<file path="config.mk">
export PLATFORM = sky130hd
export DESIGN_NAME = cpac_regs
export DESIGN_NICKNAME = d
export VERILOG_FILES = /design/src/include/cpac_pkg.sv /design/src/include/cpac_flag_if.sv /design/src/core/cpac_flag.sv /design/src/core/cpac_regs.sv
export VERILOG_INCLUDE_DIRS = /design/src /design/src/include
export SDC_FILE = /design/constraint.sdc
export NUM_CORES = 1
export LEC_CHECK = 0
export BUFFER_PORTS_ARGS = -buffer_cell sky130_fd_sc_hd__buf_2
export CORE_MARGIN = 3
export CORE_UTILIZATION = 30
export CTS_BUF_LIST = sky130_fd_sc_hd__clkbuf_16
export CTS_CLUSTER_SIZE = 10
export DETAILED_ROUTE_END_ITERATION = 7
export GPL_ROUTABILITY_DRIVEN = 0
export PLACE_DENSITY = 0.57
export SYNTH_ARGS = -nofsm -noshare
export SYNTH_HDL_FRONTEND = slang
export SYNTH_SLANG_ARGS = --single-unit
</file>
<file path="constraint.sdc">
create_clock -name mclk -period 3.8 [get_ports mclk]
set_clock_uncertainty 0.1 [all_clocks]
set_input_delay 0.38 -clock mclk [delete_from_list [all_inputs] [get_ports mclk]]
set_output_delay 0.38 -clock mclk [all_outputs]
set_load 0.02 [all_outputs]
</file>
<file path="src/include/cpac_map.svh">
`ifndef CPAC_MAP_SVH
`define CPAC_MAP_SVH

// Register offsets on the control port
`define CPAC_OFS_POWER          6'h05
`define CPAC_OFS_AUDIO3         6'h06

// Reset values of the stored parts of both registers
`define CPAC_POWER_RST          16'hffc0
`define CPAC_AUDIO3_RST         16'h0000

// Power control register field positions
`define CPAC_PWR_OFF_MSB        15
`define CPAC_PWR_OFF_LSB        6
`define CPAC_PWR_HANDSET_BIAS   15
`define CPAC_PWR_HEADSET_BIAS   14
`define CPAC_PWR_SIDETONE       13
`define CPAC_PWR_SPEAKER_ONE    12
`define CPAC_PWR_SPEAKER_TWO    11
`define CPAC_PWR_DAC            10
`define CPAC_PWR_ADC            9
`define CPAC_PWR_VGND           8
`define CPAC_PWR_CHARGE_OUT     7
`define CPAC_PWR_LOUDSPEAKER    6
`define CPAC_PWR_ADC_DONE       5
`define CPAC_PWR_LDAC_DONE      4
`define CPAC_PWR_RDAC_DONE      3
`define CPAC_PWR_SIDETONE_DONE  2
`define CPAC_PWR_EFFECTS        1
`define CPAC_PWR_DEEMPH         0

// Audio control three field positions
`define CPAC_A3_VOL_MSB         15
`define CPAC_A3_VOL_LSB         14
`define CPAC_A3_RATE            13
`define CPAC_A3_XFER            12
`define CPAC_A3_ROLE            11
`define CPAC_A3_RSV_RO_MSB      10
`define CPAC_A3_RSV_RO_LSB      9
`define CPAC_A3_ADC_OVF         8
`define CPAC_A3_LDAC_OVF        7
`define CPAC_A3_RDAC_OVF        6
`define CPAC_A3_RSV_RW_MSB      5
`define CPAC_A3_RSV_RW_LSB      4
`define CPAC_A3_CLIP_STEP       3
`define CPAC_A3_REV_MSB         2
`define CPAC_A3_REV_LSB         0

// Done flags read 1 out of reset
`define CPAC_DONE_RST           4'hf

`endif

</file>
<file path="src/include/cpac_pkg.sv">
package cpac_pkg;

    // Volume link choices; 2'b11 behaves as independent
    typedef enum logic [1:0] {
        CPAC_VOL_INDEP     = 2'h0,
        CPAC_VOL_LEFT_FROM = 2'h1,
        CPAC_VOL_RIGHT_FROM = 2'h2,
        CPAC_VOL_INDEP_ALT = 2'h3
    } cpac_vol_t;

    // Writable fields of the power control register
    typedef struct packed {
        logic [9:0] blk_off;
        logic       effects_filter_enable;
        logic       deemphasis_enable;
    } cpac_power_t;

    // Writable fields of audio control three
    typedef struct packed {
        cpac_vol_t  volume_link_select;
        logic       reference_rate_select;
        logic       transfer_mode_select;
        logic       role_select;
        logic [1:0] reserved_rw;
        logic       agc_clip_step;
    } cpac_audio3_t;

    // State of the register bank apart from the overflow flags, which u_ovf keeps
    typedef struct packed {
        cpac_power_t  power;
        cpac_audio3_t audio3;
        logic [3:0]   done;
        logic [15:0]  rdata;
        logic         rvalid;
    } cpac_state_t;

endpackage

</file>
<file path="src/include/cpac_flag_if.sv">
`timescale 1ns/1ps
interface cpac_flag_if #(parameter int NUM = 3);
    logic [NUM-1:0] set_evt;
    logic           clear;
    logic [NUM-1:0] flags;

    modport owner (output set_evt, output clear, input flags);
    modport keeper (input set_evt, input clear, output flags);
endinterface

</file>
<file path="src/core/cpac_flag.sv">
`timescale 1ns/1ps
module cpac_flag
    import cpac_pkg::*;
#(
    parameter int NUM = 3
) (
    input  wire logic  mclk,
    input  wire logic  arst_n,
    cpac_flag_if.keeper fl
);
    typedef struct packed {
        logic [NUM-1:0] flags;
    } cpac_flag_st_t;

    cpac_flag_st_t st_ff;
    cpac_flag_st_t nxt_st;

    // Sticky per-bit flags; a new event in the clearing cycle survives
    always_comb begin
        nxt_st = st_ff;
        for (int i = 0; i < NUM; i++) begin
            if (fl.set_evt[i]) begin
                nxt_st.flags[i] = 1'b1;
            end else if (fl.clear) begin
                nxt_st.flags[i] = 1'b0;
            end
        end
    end

    always_ff @(posedge mclk or negedge arst_n) begin
        if (!arst_n) begin
            st_ff <= '0;
        end else begin
            st_ff <= nxt_st;
        end
    end

    assign fl.flags = st_ff.flags;
endmodule

</file>
<file path="src/core/cpac_regs.sv">
`timescale 1ns/1ps
`include "cpac_map.svh"
// Summary of operation
// - Power bits 15..6 power a block down when 1, up when 0; reset 1.
// - All ten power bits set means the whole codec section is down.
// - Bit 5 reads 1 when ADC power-down has finished; reset 1.
// - Bits 4 and 3 report left and right DAC power-down done; reset 1.
// - Bit 2 reads 1 when sidetone power-down has finished; reset 1.
// - Bit 1 enables the effects filter when 1, bypasses when 0; reset 0.
// - Bit 0 enables the de-emphasis filter when 1; reset 0.
// - Volume link: 00/11 independent, 01 left follows right, 10 right follows left.
// - Bit 13 picks 48.0 kHz at 0, 44.1 kHz at 1 for derived settings.
// - Bit 12 picks continuous transfer at 0, 256-s mode at 1; reset 0.
// - Bit 11 makes the codec slave at 0, master at 1; reset slave.
// - Bit 8 sets on ADC saturation and clears after the register read.
// - Bit 7 sets on left DAC saturation and clears after read.
// - Bit 6 sets on right DAC saturation and clears after read.
// - AGC clip stepping bit 3 acts only while AGC is selected; reset 0.
// - Bits 2..0 of audio control three read the revision code.
module cpac_regs
    import cpac_pkg::*;
#(
    parameter int         AW            = 6,
    parameter logic [2:0] REVISION_CODE = 3'h1  // Arbitrary value
) (
    input  wire logic          mclk,
    input  wire logic          arst_n,
    input  wire logic [AW-1:0] reg_addr,
    input  wire logic          reg_wr,
    input  wire logic          reg_rd,
    input  wire logic [15:0]   reg_wdata,
    output logic [15:0]        reg_rdata,
    output logic               reg_rvalid,
    input  wire logic          adc_off_done_in,
    input  wire logic          left_dac_off_done_in,
    input  wire logic          right_dac_off_done_in,
    input  wire logic          sidetone_off_done_in,
    input  wire logic          adc_overflow_evt,
    input  wire logic          left_dac_overflow_evt,
    input  wire logic          right_dac_overflow_evt,
    input  wire logic          agc_selected,
    input  wire logic [7:0]    left_vol_setting,
    input  wire logic [7:0]    right_vol_setting,
    output logic               handset_bias_off,
    output logic               headset_bias_off,
    output logic               sidetone_off,
    output logic               speaker_one_off,
    output logic               speaker_two_off,
    output logic               dac_off,
    output logic               adc_off,
    output logic               virtual_ground_off,
    output logic               charge_out_off,
    output logic               loudspeaker_off,
    output logic               codec_all_off,
    output logic               effects_filter_enable,
    output logic               deemphasis_enable,
    output logic [7:0]         left_vol_applied,
    output logic [7:0]         right_vol_applied,
    output logic               reference_rate_select,
    output logic               transfer_mode_select,
    output logic               role_select,
    output logic               agc_clip_step,
    output logic               agc_clip_step_active
);
    cpac_state_t st_ff;
    cpac_state_t nxt_st;

    // Reset words held as constants so their fields can be sliced
    localparam logic [15:0] POWER_RST  = `CPAC_POWER_RST;
    localparam logic [15:0] AUDIO3_RST = `CPAC_AUDIO3_RST;

    logic        hit_power;
    logic        hit_audio3;
    logic        wr_power;
    logic        wr_audio3;
    logic        rd_audio3;
    logic [15:0] power_view;
    logic [15:0] audio3_view;
    logic [2:0]  ovf_flags;

    cpac_flag_if #(.NUM(3)) ovf_if ();

    // Address decode; anything else is ignored on write and reads zero
    assign hit_power  = (reg_addr == AW'(`CPAC_OFS_POWER));
    assign hit_audio3 = (reg_addr == AW'(`CPAC_OFS_AUDIO3));
    assign wr_power   = reg_wr && hit_power;
    assign wr_audio3  = reg_wr && hit_audio3;
    assign rd_audio3  = reg_rd && hit_audio3;

    // Overflow events feed the sticky keeper; a read of the register clears
    assign ovf_if.set_evt = {adc_overflow_evt,
                             left_dac_overflow_evt,
                             right_dac_overflow_evt};
    assign ovf_if.clear   = rd_audio3;
    assign ovf_flags      = ovf_if.flags;

    cpac_flag #(
        .NUM (3)
    ) u_ovf (
        .mclk   (mclk),
        .arst_n (arst_n),
        .fl     (ovf_if.keeper)
    );

    // Read view of the power control register
    always_comb begin
        power_view = '0;
        power_view[`CPAC_PWR_OFF_MSB:`CPAC_PWR_OFF_LSB] = st_ff.power.blk_off;
        power_view[`CPAC_PWR_ADC_DONE]      = st_ff.done[3];
        power_view[`CPAC_PWR_LDAC_DONE]     = st_ff.done[2];
        power_view[`CPAC_PWR_RDAC_DONE]     = st_ff.done[1];
        power_view[`CPAC_PWR_SIDETONE_DONE] = st_ff.done[0];
        power_view[`CPAC_PWR_EFFECTS]       = st_ff.power.effects_filter_enable;
        power_view[`CPAC_PWR_DEEMPH]        = st_ff.power.deemphasis_enable;
    end

    // Read view of audio control three; reserved read-only pair stays zero
    always_comb begin
        audio3_view = '0;
        audio3_view[`CPAC_A3_VOL_MSB:`CPAC_A3_VOL_LSB] = st_ff.audio3.volume_link_select;
        audio3_view[`CPAC_A3_RATE]      = st_ff.audio3.reference_rate_select;
        audio3_view[`CPAC_A3_XFER]      = st_ff.audio3.transfer_mode_select;
        audio3_view[`CPAC_A3_ROLE]      = st_ff.audio3.role_select;
        audio3_view[`CPAC_A3_RSV_RO_MSB:`CPAC_A3_RSV_RO_LSB] = 2'h0;
        audio3_view[`CPAC_A3_ADC_OVF]   = ovf_flags[2];
        audio3_view[`CPAC_A3_LDAC_OVF]  = ovf_flags[1];
        audio3_view[`CPAC_A3_RDAC_OVF]  = ovf_flags[0];
        audio3_view[`CPAC_A3_RSV_RW_MSB:`CPAC_A3_RSV_RW_LSB] = st_ff.audio3.reserved_rw;
        audio3_view[`CPAC_A3_CLIP_STEP] = st_ff.audio3.agc_clip_step;
        audio3_view[`CPAC_A3_REV_MSB:`CPAC_A3_REV_LSB] = REVISION_CODE;
    end

    // Next state: writable fields take write data, read-only bits ignore it
    always_comb begin
        nxt_st = st_ff;

        // Done flags follow the analog blocks with one register stage
        nxt_st.done = {adc_off_done_in,
                       left_dac_off_done_in,
                       right_dac_off_done_in,
                       sidetone_off_done_in};

        if (wr_power) begin
            nxt_st.power.blk_off =
                reg_wdata[`CPAC_PWR_OFF_MSB:`CPAC_PWR_OFF_LSB];
            nxt_st.power.effects_filter_enable = reg_wdata[`CPAC_PWR_EFFECTS];
            nxt_st.power.deemphasis_enable     = reg_wdata[`CPAC_PWR_DEEMPH];
            // Bits 5..2 are status and drop the written value
        end

        if (wr_audio3) begin
            nxt_st.audio3.volume_link_select =
                cpac_vol_t'(reg_wdata[`CPAC_A3_VOL_MSB:`CPAC_A3_VOL_LSB]);
            nxt_st.audio3.reference_rate_select = reg_wdata[`CPAC_A3_RATE];
            nxt_st.audio3.transfer_mode_select  = reg_wdata[`CPAC_A3_XFER];
            nxt_st.audio3.role_select           = reg_wdata[`CPAC_A3_ROLE];
            nxt_st.audio3.reserved_rw =
                reg_wdata[`CPAC_A3_RSV_RW_MSB:`CPAC_A3_RSV_RW_LSB];
            nxt_st.audio3.agc_clip_step         = reg_wdata[`CPAC_A3_CLIP_STEP];
            // Flags, reserved read-only and revision keep their values
        end

        // Read data is captured before any clear-on-read takes effect
        nxt_st.rvalid = reg_rd;
        if (reg_rd) begin
            if (hit_power) begin
                nxt_st.rdata = power_view;
            end else if (hit_audio3) begin
                nxt_st.rdata = audio3_view;
            end else begin
                nxt_st.rdata = 16'h0000;
            end
        end
    end

    // Single state register; power bits come up powered down
    always_ff @(posedge mclk or negedge arst_n) begin
        if (!arst_n) begin
            st_ff.power  <= cpac_power_t'({POWER_RST[15:6],
                                           POWER_RST[1:0]});
            st_ff.audio3 <= cpac_audio3_t'({AUDIO3_RST[15:11],
                                            AUDIO3_RST[5:3]});
            st_ff.done   <= `CPAC_DONE_RST;
            st_ff.rdata  <= 16'h0000;
            st_ff.rvalid <= 1'b0;
        end else begin
            st_ff <= nxt_st;
        end
    end

    assign reg_rdata  = st_ff.rdata;
    assign reg_rvalid = st_ff.rvalid;

    // Per-block power-down controls straight from the register
    assign handset_bias_off   = st_ff.power.blk_off[9];
    assign headset_bias_off   = st_ff.power.blk_off[8];
    assign sidetone_off       = st_ff.power.blk_off[7];
    assign speaker_one_off    = st_ff.power.blk_off[6];
    assign speaker_two_off    = st_ff.power.blk_off[5];
    assign dac_off            = st_ff.power.blk_off[4];
    assign adc_off            = st_ff.power.blk_off[3];
    assign virtual_ground_off = st_ff.power.blk_off[2];
    assign charge_out_off     = st_ff.power.blk_off[1];
    assign loudspeaker_off    = st_ff.power.blk_off[0];

    // Whole-section shutdown only when every block bit is set
    assign codec_all_off = &st_ff.power.blk_off;

    assign effects_filter_enable = st_ff.power.effects_filter_enable;
    assign deemphasis_enable     = st_ff.power.deemphasis_enable;

    // Volume source selection; the alternate code falls back to independent
    always_comb begin
        left_vol_applied  = left_vol_setting;
        right_vol_applied = right_vol_setting;
        unique case (st_ff.audio3.volume_link_select)
            CPAC_VOL_LEFT_FROM: begin
                left_vol_applied = right_vol_setting;
            end
            CPAC_VOL_RIGHT_FROM: begin
                right_vol_applied = left_vol_setting;
            end
            CPAC_VOL_INDEP, CPAC_VOL_INDEP_ALT: begin
                left_vol_applied  = left_vol_setting;
                right_vol_applied = right_vol_setting;
            end
        endcase
    end

    // Rate choice steers de-emphasis, AGC timing and touch ADC dividers
    // outside; the host is trusted to avoid 44.1 above 48 kHz
    assign reference_rate_select = st_ff.audio3.reference_rate_select;
    assign transfer_mode_select  = st_ff.audio3.transfer_mode_select;
    assign role_select           = st_ff.audio3.role_select;

    // Clip stepping is stored always but acts only while AGC is selected
    assign agc_clip_step        = st_ff.audio3.agc_clip_step;
    assign agc_clip_step_active = st_ff.audio3.agc_clip_step && agc_selected;
endmodule

</file>
==> results of run 1 <==
layer usage:
layer	up-vias	GRT usage [%]
li1	748	-
met2	74	22.74
met4	0	3.766
met3	7	3.951
met5	-	0
met1	765	15.73
cell families after synthesis:
family                 Yosys count  synth area share (%)
flip-flops                      44                 55.74
multiplexers                    36                 22.07
AO/OA/AOI/OAI                   29                 9.913
buffers and inverters           23                 5.174
AND/OR/NAND/NOR                 22                 7.107
power by group:
| part | switching [mW] | internal (mW) | leakage (nW) |
|---|---|---|---|
| logic | 0.128 | 0.108 | 0.704 |
| clock network | 0.168 | 0.306 | 0.0850 |
| registers | 0.0285 | 0.514 | 0.540 |
| total | 0.324 | 0.929 | 1.33 |
metrics by stage:
| stage | setup slack (ns) | instance area (sq um) | instances |
|---|---|---|---|
| after global routing | 1.366 | 2730 | 332 |
| after CTS | 1.464 | 2730 | 332 |
| after floorplan | 2.125 | 2007 | 154 |
| final | 1.506 | 2730 | 332 |
| after detailed placement | 1.775 | 2566 | 324 |
| after global placement | 1.815 | 2566 | 324 |
worst min-delay path by stage:
stage | slack [ns] | endpoint | startpoint | depth (start not counted)
after floorplan | -0.02 | agc_clip_step | arst_n | 0
after global placement | 0.36 | u_ovf.fl.flags[0] | u_ovf.fl.flags[0] | 1
after detailed placement | 0.37 | u_ovf.fl.flags[1] | u_ovf.fl.flags[1] | 1
after CTS | 0.09 | power_view[3] | right_dac_off_done_in | 1
after global routing | 0.08 | power_view[3] | right_dac_off_done_in | 1
final | 0.1 | power_view[3] | right_dac_off_done_in | 1
cell type report:
| cell class | instances | area share (%) |
|---|---|---|
| Multi-Input combinational cell | 87 | 28.74 |
| Clock inverter | 3 | 1.421 |
| Timing Repair Buffer | 101 | 18.70 |
| Inverter | 15 | 2.062 |
| Sequential cell | 44 | 40.97 |
| Clock buffer | 5 | 4.583 |
| Tap cell | 77 | 3.529 |
state kept, by name, summed over array words and instances (netlist names), 3 cells and up:
register	count
audio3_view	4
power_view	4
reg_rdata	16
u_ovf.fl.flags	3
cells in the final DEF (no fill, tap or decap):
master	instances
buf_4	2
a21o_1	3
nand3_2	1
dfstp_2	14
a22oi_1	11
buf_2	99
nor3_1	1
o22ai_1	15
dfrtp_1	30
and2_1	1
bufinv_16	1
nand3_1	2
mux2_2	26
nor2b_1	3
mux2_4	10
nand2_1	7
clkinv_2	1
inv_1	16
nand2b_1	2
and3_4	1
clkbuf_16	5
nand4_1	3
nor4b_4	1
worst max-delay path: stages (launching register included):
cell and delay (ns):
dfrtp_1 0.41, nor2b_1 0.57, mux2_2 0.40, buf_2 0.16
==> impl_metrics.json, run 1 <==
{
  "hold_path_class": "input pin to flop",
  "synth_edf_count": 0,
  "htreeDepth": 2,
  "fp.dieH_microns": 87.79,
  "avgSynthCellArea_sq_um": 13.03,
  "holdWs_ns": 0.09528,
  "startpoint": "audio3_view[15]",
  "fillCellCount": 621,
  "clk_latency_ns": 0.28,
  "cts-resized-gates": 0,
  "drc": 0,
  "vias": 1594,
  "powerDensity_nw_per_um2": 459.1,
  "cts_root_buffer": "clkbuf_16",
  "synth.distinct_cells": 21,
  "antenna_cells": 0,
  "viasPerCell": 4.801,
  "area_growth_pct": 36.03,
  "ir_worst_vdd_mv": 0.1624,
  "core_sq_um": 6422,
  "yosysMostFrequentCell": "dfrtp_1",
  "synth.cell_area_sq_um": 2007,
  "numCtsBuffers": 5,
  "ff_latch_area_sq_um": 1119,
  "ff2ff_path_depth": 2,
  "fin_setup_tns_ns": 0,
  "critPathArrivalTime_ns": 1.81,
  "grt_use_total_pct": 13.12,
  "slew_viol_final": 0,
  "yosysWarnings": 0,
  "port_buffers": 99,
  "timing.rr.end": "reg_rdata[11]",
  "hpwlAfterDp_microns": 3704,
  "worst-path-max-fanout": 8,
  "crit_path_end_kind": "output pin",
  "drt_iter0_drc": 61,
  "yosys.area.top_type": "dfrtp_1",
  "clk_pin_slew_worst_paths_ns": 0.06,
  "synthTopCellsByCount": "30 x dfrtp_1, 26 x mux2_2, 15 x inv_1, 15 x o22ai_1, 14 x dfstp_2",
  "rr_startpoint": "speaker_two_off",
  "first_pass_iters": 4,
  "reg2reg_setup_slack_ns": 2.84,
  "cts_tree": "yes",
  "io_pins": 101,
  "cp_data_required_time_ns": 3.32,
  "syn_inst": 154,
  "num_rows": 29,
  "holdBufCountCts": 0,
  "endpoint": "left_vol_applied[1]",
  "post-cts-setup-buffer-count": 0,
  "wl_met1_microns": 2118,
  "leakagePower_nw": 1.330,
  "wl_per_cell_microns": 15.25,
  "fmax_mhz": 435.9,
  "grt_pass1_vias": 1551,
  "die-area_sq_um": 7707,
  "synthArstFlopShare_pct": 100.0,
  "final_antenna_net_count": 0,
  "final_nets": 304,
  "finalCritPeriodShare_pct": 60.37,
  "total_power_mw": 1.253,
  "grt_pass1_wl_microns": 7686,
  "drive_gt1_share_pct": 63.14,
  "antenna_found_initial": 0,
  "routed_wirelength_microns": 5064,
  "worst_setup_path_start_kind": "flop",
  "final.min_clock_period_ns": 2.294,
  "rsz0062_at_grt": "false",
  "fin_util_pct": 42.51,
  "synth-seq-cells": 44,
  "ys_seq_area_share_pct": 55.74,
  "netlist_top_cells_area": "dfrtp_1 37%, dfstp_2 18%, mux2_2 15%",
  "maxSlewHeadroom_pct": 35.64,
  "hold_viol": 0,
  "worst_pin_slew_ns": 0.9654,
  "routed-wl-met2_microns": 2480,
  "crit_type": "flop to output pin",
  "grt.overflow.total": 0,
  "setup_violations": 0,
  "grt_max_degree": 45,
  "maxCapViolations": 0,
  "cts_sinks": 44,
  "die_w_microns": 87.79,
  "synth_top_flop_cell": "dfrtp_1",
  "synth.net_count": 204,
  "multiInputGateArea_sq_um": 784.5,
  "ctsLongestPathBuffers": 2,
  "top_layer": "met4",
  "status": "finished, final reports clean",
  "initial_utilization_pct": 31.25,
  "route.met3.wl_microns": 415,
  "yosysTopAreaCellShare_pct": 37.41
}
Power figures use the tool's default switching activity.
==> inputs of run 2 (changes only) <==
--- a/config.mk
+++ b/config.mk
@@ -13,7 +13,7 @@
 export CTS_CLUSTER_SIZE = 10
 export DETAILED_ROUTE_END_ITERATION = 7
 export GPL_ROUTABILITY_DRIVEN = 0
-export PLACE_DENSITY = 0.57
+export PLACE_DENSITY = 0.59
 export SYNTH_ARGS = -nofsm -noshare
 export SYNTH_HDL_FRONTEND = slang
 export SYNTH_SLANG_ARGS = --single-unit
==> constraint.sdc (replaced) <==
create_clock -name mclk -period 2.1 [get_ports mclk]
set_clock_uncertainty 0.1 [all_clocks]
set_input_delay 0.21 -clock mclk [delete_from_list [all_inputs] [get_ports mclk]]
set_output_delay 0.21 -clock mclk [all_outputs]
set_load 0.02 [all_outputs]
==> impl_metrics.json, run 2 (synthesis gave the netlist of run 1 again) <==
{
  "leakagePower_nw": 1.365,
  "cpMaxStageDelayCell": "dfrtp_1",
  "drive_gt1_share_pct": 62.88,
  "cts_root_buffer": "clkbuf_16",
  "rsz0062_at_grt": "false",
  "cts_sinks": 44,
  "cts_tree": "yes",
  "grt_use_total_pct": 12.80,
  "fin_cells": 341,
  "grt.overflow.total": 0,
  "htreeDepth": 2,
  "grt_pass1_vias": 1580,
  "antenna_found_initial": 0,
  "ctsLongestPathBuffers": 2,
  "worst-path-max-fanout": 8,
  "busiest_layer": "met2",
  "grt.met3_usage_pct": 4.233,
  "fp.dieH_microns": 87.79,
  "ir_worst_vdd_mv": 0.3380,
  "hpwlAfterDp_microns": 3785,
  "hold_viol": 0,
  "worst_setup_path_start_kind": "flop",
  "path_cells": "nand2b_1, mux2_2, buf_2",
  "area_growth_pct": 40.21,
  "wl_per_cell_microns": 14.53,
  "fmax_mhz": 532.6,
  "setup_violations": 0,
  "die-area_sq_um": 7707,
  "hold_path_class": "input pin to flop",
  "fillCellCount": 620,
  "holdBufCountCts": 5,
  "antenna_cells": 0,
  "die_w_microns": 87.79,
  "clk_pin_slew_worst_paths_ns": 0.06,
  "final_nets": 313,
  "clk_latency_ns": 0.28,
  "final_antenna_net_count": 0,
  "status": "finished, final reports clean",
  "layout_commonest_cell": "buf_2",
  "largest_reg_flops": 16,
  "drc": 0,
  "total_power_mw": 2.298,
  "cpPeakStageDelay_ns": 0.39,
  "grt_pass1_wl_microns": 7596,
  "holdWs_ns": 0.01101,
  "cts-resized-gates": 0,
  "powerDensity_nw_per_um2": 816.7,
  "io_pins": 101,
  "port_buffers": 99,
  "cp_data_required_time_ns": 1.79,
  "critPathArrivalTime_ns": 1.57,
  "vias": 1603,
  "initial_utilization_pct": 31.25,
  "crit_path_end_kind": "output pin",
  "maxCapViolations": 0,
  "worst_pin_slew_ns": 0.6205,
  "crit_type": "flop to output pin",
  "mostFrequentLayoutCells": "99 x buf_2, 30 x dfrtp_1, 26 x mux2_2",
  "core_sq_um": 6422,
  "grt.met2_usage_pct": 21.64,
  "routed_wirelength_microns": 4955,
  "grtUsageMet1_pct": 15.28,
  "viasPerCell": 4.701,
  "drt_iter0_drc": 44,
  "first_pass_iters": 4,
  "maxSlewHeadroom_pct": 58.63,
  "finalCritPeriodShare_pct": 89.40,
  "numCtsBuffers": 5,
  "grt_max_degree": 30,
  "dp_cells": 328,
  "num_rows": 29,
  "fin_setup_tns_ns": 0,
  "slew_viol_final": 0,
  "final.min_clock_period_ns": 1.877,
  "post-cts-setup-buffer-count": 0
}
-- run 2: cell type report --
class | instances | area [sq um] | area share (%)
clock buffers | 5 | 125.1 | 4.446
clock inverters | 3 | 42.54 | 1.512
multi-input cells | 87 | 784.5 | 27.88
well taps | 77 | 96.34 | 3.424
flip-flops and latches | 44 | 1119 | 39.75
inverters | 15 | 56.30 | 2.001
repair buffers | 110 | 590.6 | 20.99
-- run 2: where the power goes --
part	switching (mW)	internal [mW]	leakage, nW
Sequential	0.0524	0.931	0.540
Combinational	0.234	0.209	0.745
Clock	0.314	0.558	0.0798
Total	0.600	1.70	1.37
-- run 2: per-layer routing --
layer	vias up	part of all wire [%]
met5	-	0
li1	769	-
met1	753	41
met2	74	48
met4	0	1.1
met3	7	9.6
-- run 2: worst paths after layout --
check	startpoint	to	slack, ns	cells past startpoint
min reg2reg	u_ovf.fl.flags[1]	u_ovf.fl.flags[1]	0.38	1
min in group asynchronous	arst_n	effects_filter_enable	0.37	2
max in group asynchronous	arst_n	virtual_ground_off	0.87	3
max reg2reg	speaker_two_off	reg_rdata[11]	1.15	2
min	right_dac_overflow_evt	u_ovf.fl.flags[0]	0.01	2
max	audio3_view[14]	right_vol_applied[5]	0.22	3
-- run 2: metrics by stage --
step           utilization [%]  area (sq um)  setup WS [ns]
6_report                 43.81          2814         0.2225
5_1_grt                  43.81          2814         0.1605
4_1_cts                  43.81          2814         0.1967
3_5_place_dp             40.42          2596         0.3650
3_3_place_gp             40.42          2596         0.3821
2_1_floorplan                -          2007         0.5945
-- run 2: critical path: cells and delay by family, from the launching register on --
kind | cells | cell delay, ns
flip-flops | 1 | 0.39
multiplexers | 1 | 0.39
buffers and inverters | 1 | 0.16
AND/OR/NAND/NOR | 1 | 0.35
==> inputs of run 3 (changes only) <==
--- a/config.mk
+++ b/config.mk
@@ -13,7 +13,7 @@
 export CTS_CLUSTER_SIZE = 10
 export DETAILED_ROUTE_END_ITERATION = 7
 export GPL_ROUTABILITY_DRIVEN = 0
-export PLACE_DENSITY = 0.59
+export PLACE_DENSITY = 0.57
 export SYNTH_ARGS = -nofsm -noshare
 export SYNTH_HDL_FRONTEND = slang
 export SYNTH_SLANG_ARGS = --single-unit
==> constraint.sdc (replaced) <==
create_clock -name mclk -period 2.4 [get_ports mclk]
set_clock_uncertainty 0.1 [all_clocks]
set_input_delay 0.24 -clock mclk [delete_from_list [all_inputs] [get_ports mclk]]
set_output_delay 0.24 -clock mclk [all_outputs]
set_load 0.05 [all_outputs]
==> impl_metrics.json, run 3 (synthesis gave the netlist of run 1 again) <==
{
  "maxSlewHeadroom_pct": 63.80,
  "ir_worst_vdd_mv": 0.2640,
  "cpMaxStageDelayCell": "dfrtp_1",
  "drc": 0,
  "area_growth_pct": 40.90,
  "antenna_cells": 0,
  "hold_path_class": "input pin to flop",
  "crit_type": "flop to output pin",
  "crit_family": "flip-flops",
  "powerDensity_nw_per_um2": 808.3,
  "worst_setup_path_start_kind": "flop",
  "finalCritPeriodShare_pct": 80.79,
  "cts-resized-gates": 0,
  "dpl_cell_area_sq_um": 2589,
  "viasPerCell": 4.694,
  "holdWs_ns": 0.04134,
  "grt.overflow.total": 0,
  "mostFrequentLayoutCells": "99 x buf_2, 30 x dfrtp_1, 26 x mux2_2",
  "critPathArrivalTime_ns": 1.60,
  "cts_sinks": 44,
  "slew_viol_final": 0,
  "numCtsBuffers": 5,
  "fp.dieH_microns": 87.79,
  "num_rows": 29,
  "layout_commonest_cell": "buf_2",
  "total_power_mw": 2.286,
  "maxCapViolations": 0,
  "leakagePower_nw": 1.376,
  "grt_pass1_vias": 1659,
  "ctsLongestPathBuffers": 2,
  "final_nets": 312,
  "clk_pin_slew_worst_paths_ns": 0.06,
  "clk_latency_ns": 0.28,
  "cpPeakStageDelay_ns": 0.40,
  "path_cells": "nand2b_1, mux2_2, buf_2",
  "port_buffers": 99,
  "fin_setup_tns_ns": 0,
  "worst-path-max-fanout": 8,
  "drive_gt1_share_pct": 62.36,
  "die-area_sq_um": 7707,
  "initial_utilization_pct": 31.25,
  "setup_violations": 0,
  "drt_iter0_drc": 54,
  "fillCellCount": 605,
  "grt_pass1_wl_microns": 8335,
  "core_sq_um": 6422,
  "worst_pin_slew_ns": 0.5430,
  "htreeDepth": 2,
  "fmax_mhz": 515.7,
  "wl_per_cell_microns": 15.43,
  "cts_root_buffer": "clkbuf_16",
  "grt_max_degree": 25,
  "antenna_found_initial": 0,
  "vias": 1596,
  "status": "finished, final reports clean",
  "grt_use_total_pct": 13.96,
  "io_pins": 101,
  "routed_wirelength_microns": 5247,
  "largest_reg_flops": 16,
  "hpwlAfterDp_microns": 3839,
  "cts_tree": "yes",
  "hold_viol": 0,
  "crit_path_end_kind": "output pin",
  "final_antenna_net_count": 0,
  "first_pass_iters": 4,
  "worst-path-buf-inv": 1,
  "cp_data_required_time_ns": 2.06,
  "final.min_clock_period_ns": 1.939,
  "rsz0062_at_grt": "false",
  "final_area_sq_um": 2828,
  "die_w_microns": 87.79
}
[run 3: changes by cell type in the layout (fill, tap and decap cells not counted)]
cell / delta
inv_1: +1
bufinv_16: +1
clkinvlp_4: -1
clkinv_2: -1
buf_4: -1
[run 3: report_power, final]
group / total [mW] / internal (mW) / switching, mW
sequential: 0.860 / 0.814 / 0.0459
combinational: 0.554 / 0.182 / 0.372
clock: 0.871 / 0.593 / 0.279
total: 2.29 / 1.59 / 0.697
[run 3: repair_timing]
item,in CTS,in global routing
setup endpoints to repair,0,0
hold endpoints to repair,19,0
hold buffers,5,0
buffers inserted,0,0
[run 3: stage by stage]
| step | util, % | setup slack, ns | std cells |
|---|---|---|---|
| finish | 44.03 | 0.4610 | 340 |
| global route | 44.03 | 0.3918 | 340 |
| floorplan | - | 0.1387 | 154 |
| global placement | 40.31 | 0.6493 | 327 |
| CTS | 44.03 | 0.4419 | 340 |
| detailed placement | 40.31 | 0.6453 | 327 |
[run 3: routing by layer]
metal  vias to the layer above  share of wire, %  track usage (%)  routed length (microns)
met4                         0              0.84            3.766                       44
met2                        77                47            23.08                     2480
met3                         4                10            4.139                      525
met5                         -                 0                0                        0
li1                        765                 -                -                        -
met1                       750                42            17.83                     2197
[run 3: final timing paths]
| check | slack [ns] | depth (start not counted) | end | startpoint |
|---|---|---|---|---|
| min in group asynchronous | 0.38 | 2 | reg_rdata[10] | arst_n |
| hold / removal | 0.04 | 2 | u_ovf.fl.flags[2] | adc_overflow_evt |
| max in group asynchronous | 1.18 | 3 | power_view[5] | arst_n |
| setup reg to reg | 1.44 | 2 | reg_rdata[7] | charge_out_off |
| hold reg to reg | 0.38 | 1 | u_ovf.fl.flags[1] | u_ovf.fl.flags[1] |
| setup / recovery | 0.46 | 3 | right_vol_applied[0] | audio3_view[14] |
[run 3: area by class of cell]
cell class	instances	area [sq um]	area share [%]
sequential	44	1119	39.56
multi-input combinational	87	784.5	27.74
tap	77	96.34	3.407
timing repair buffer	109	583.1	20.62
inverter	15	56.30	1.991
clock buffer	5	125.1	4.425
clock inverter	3	63.81	2.257
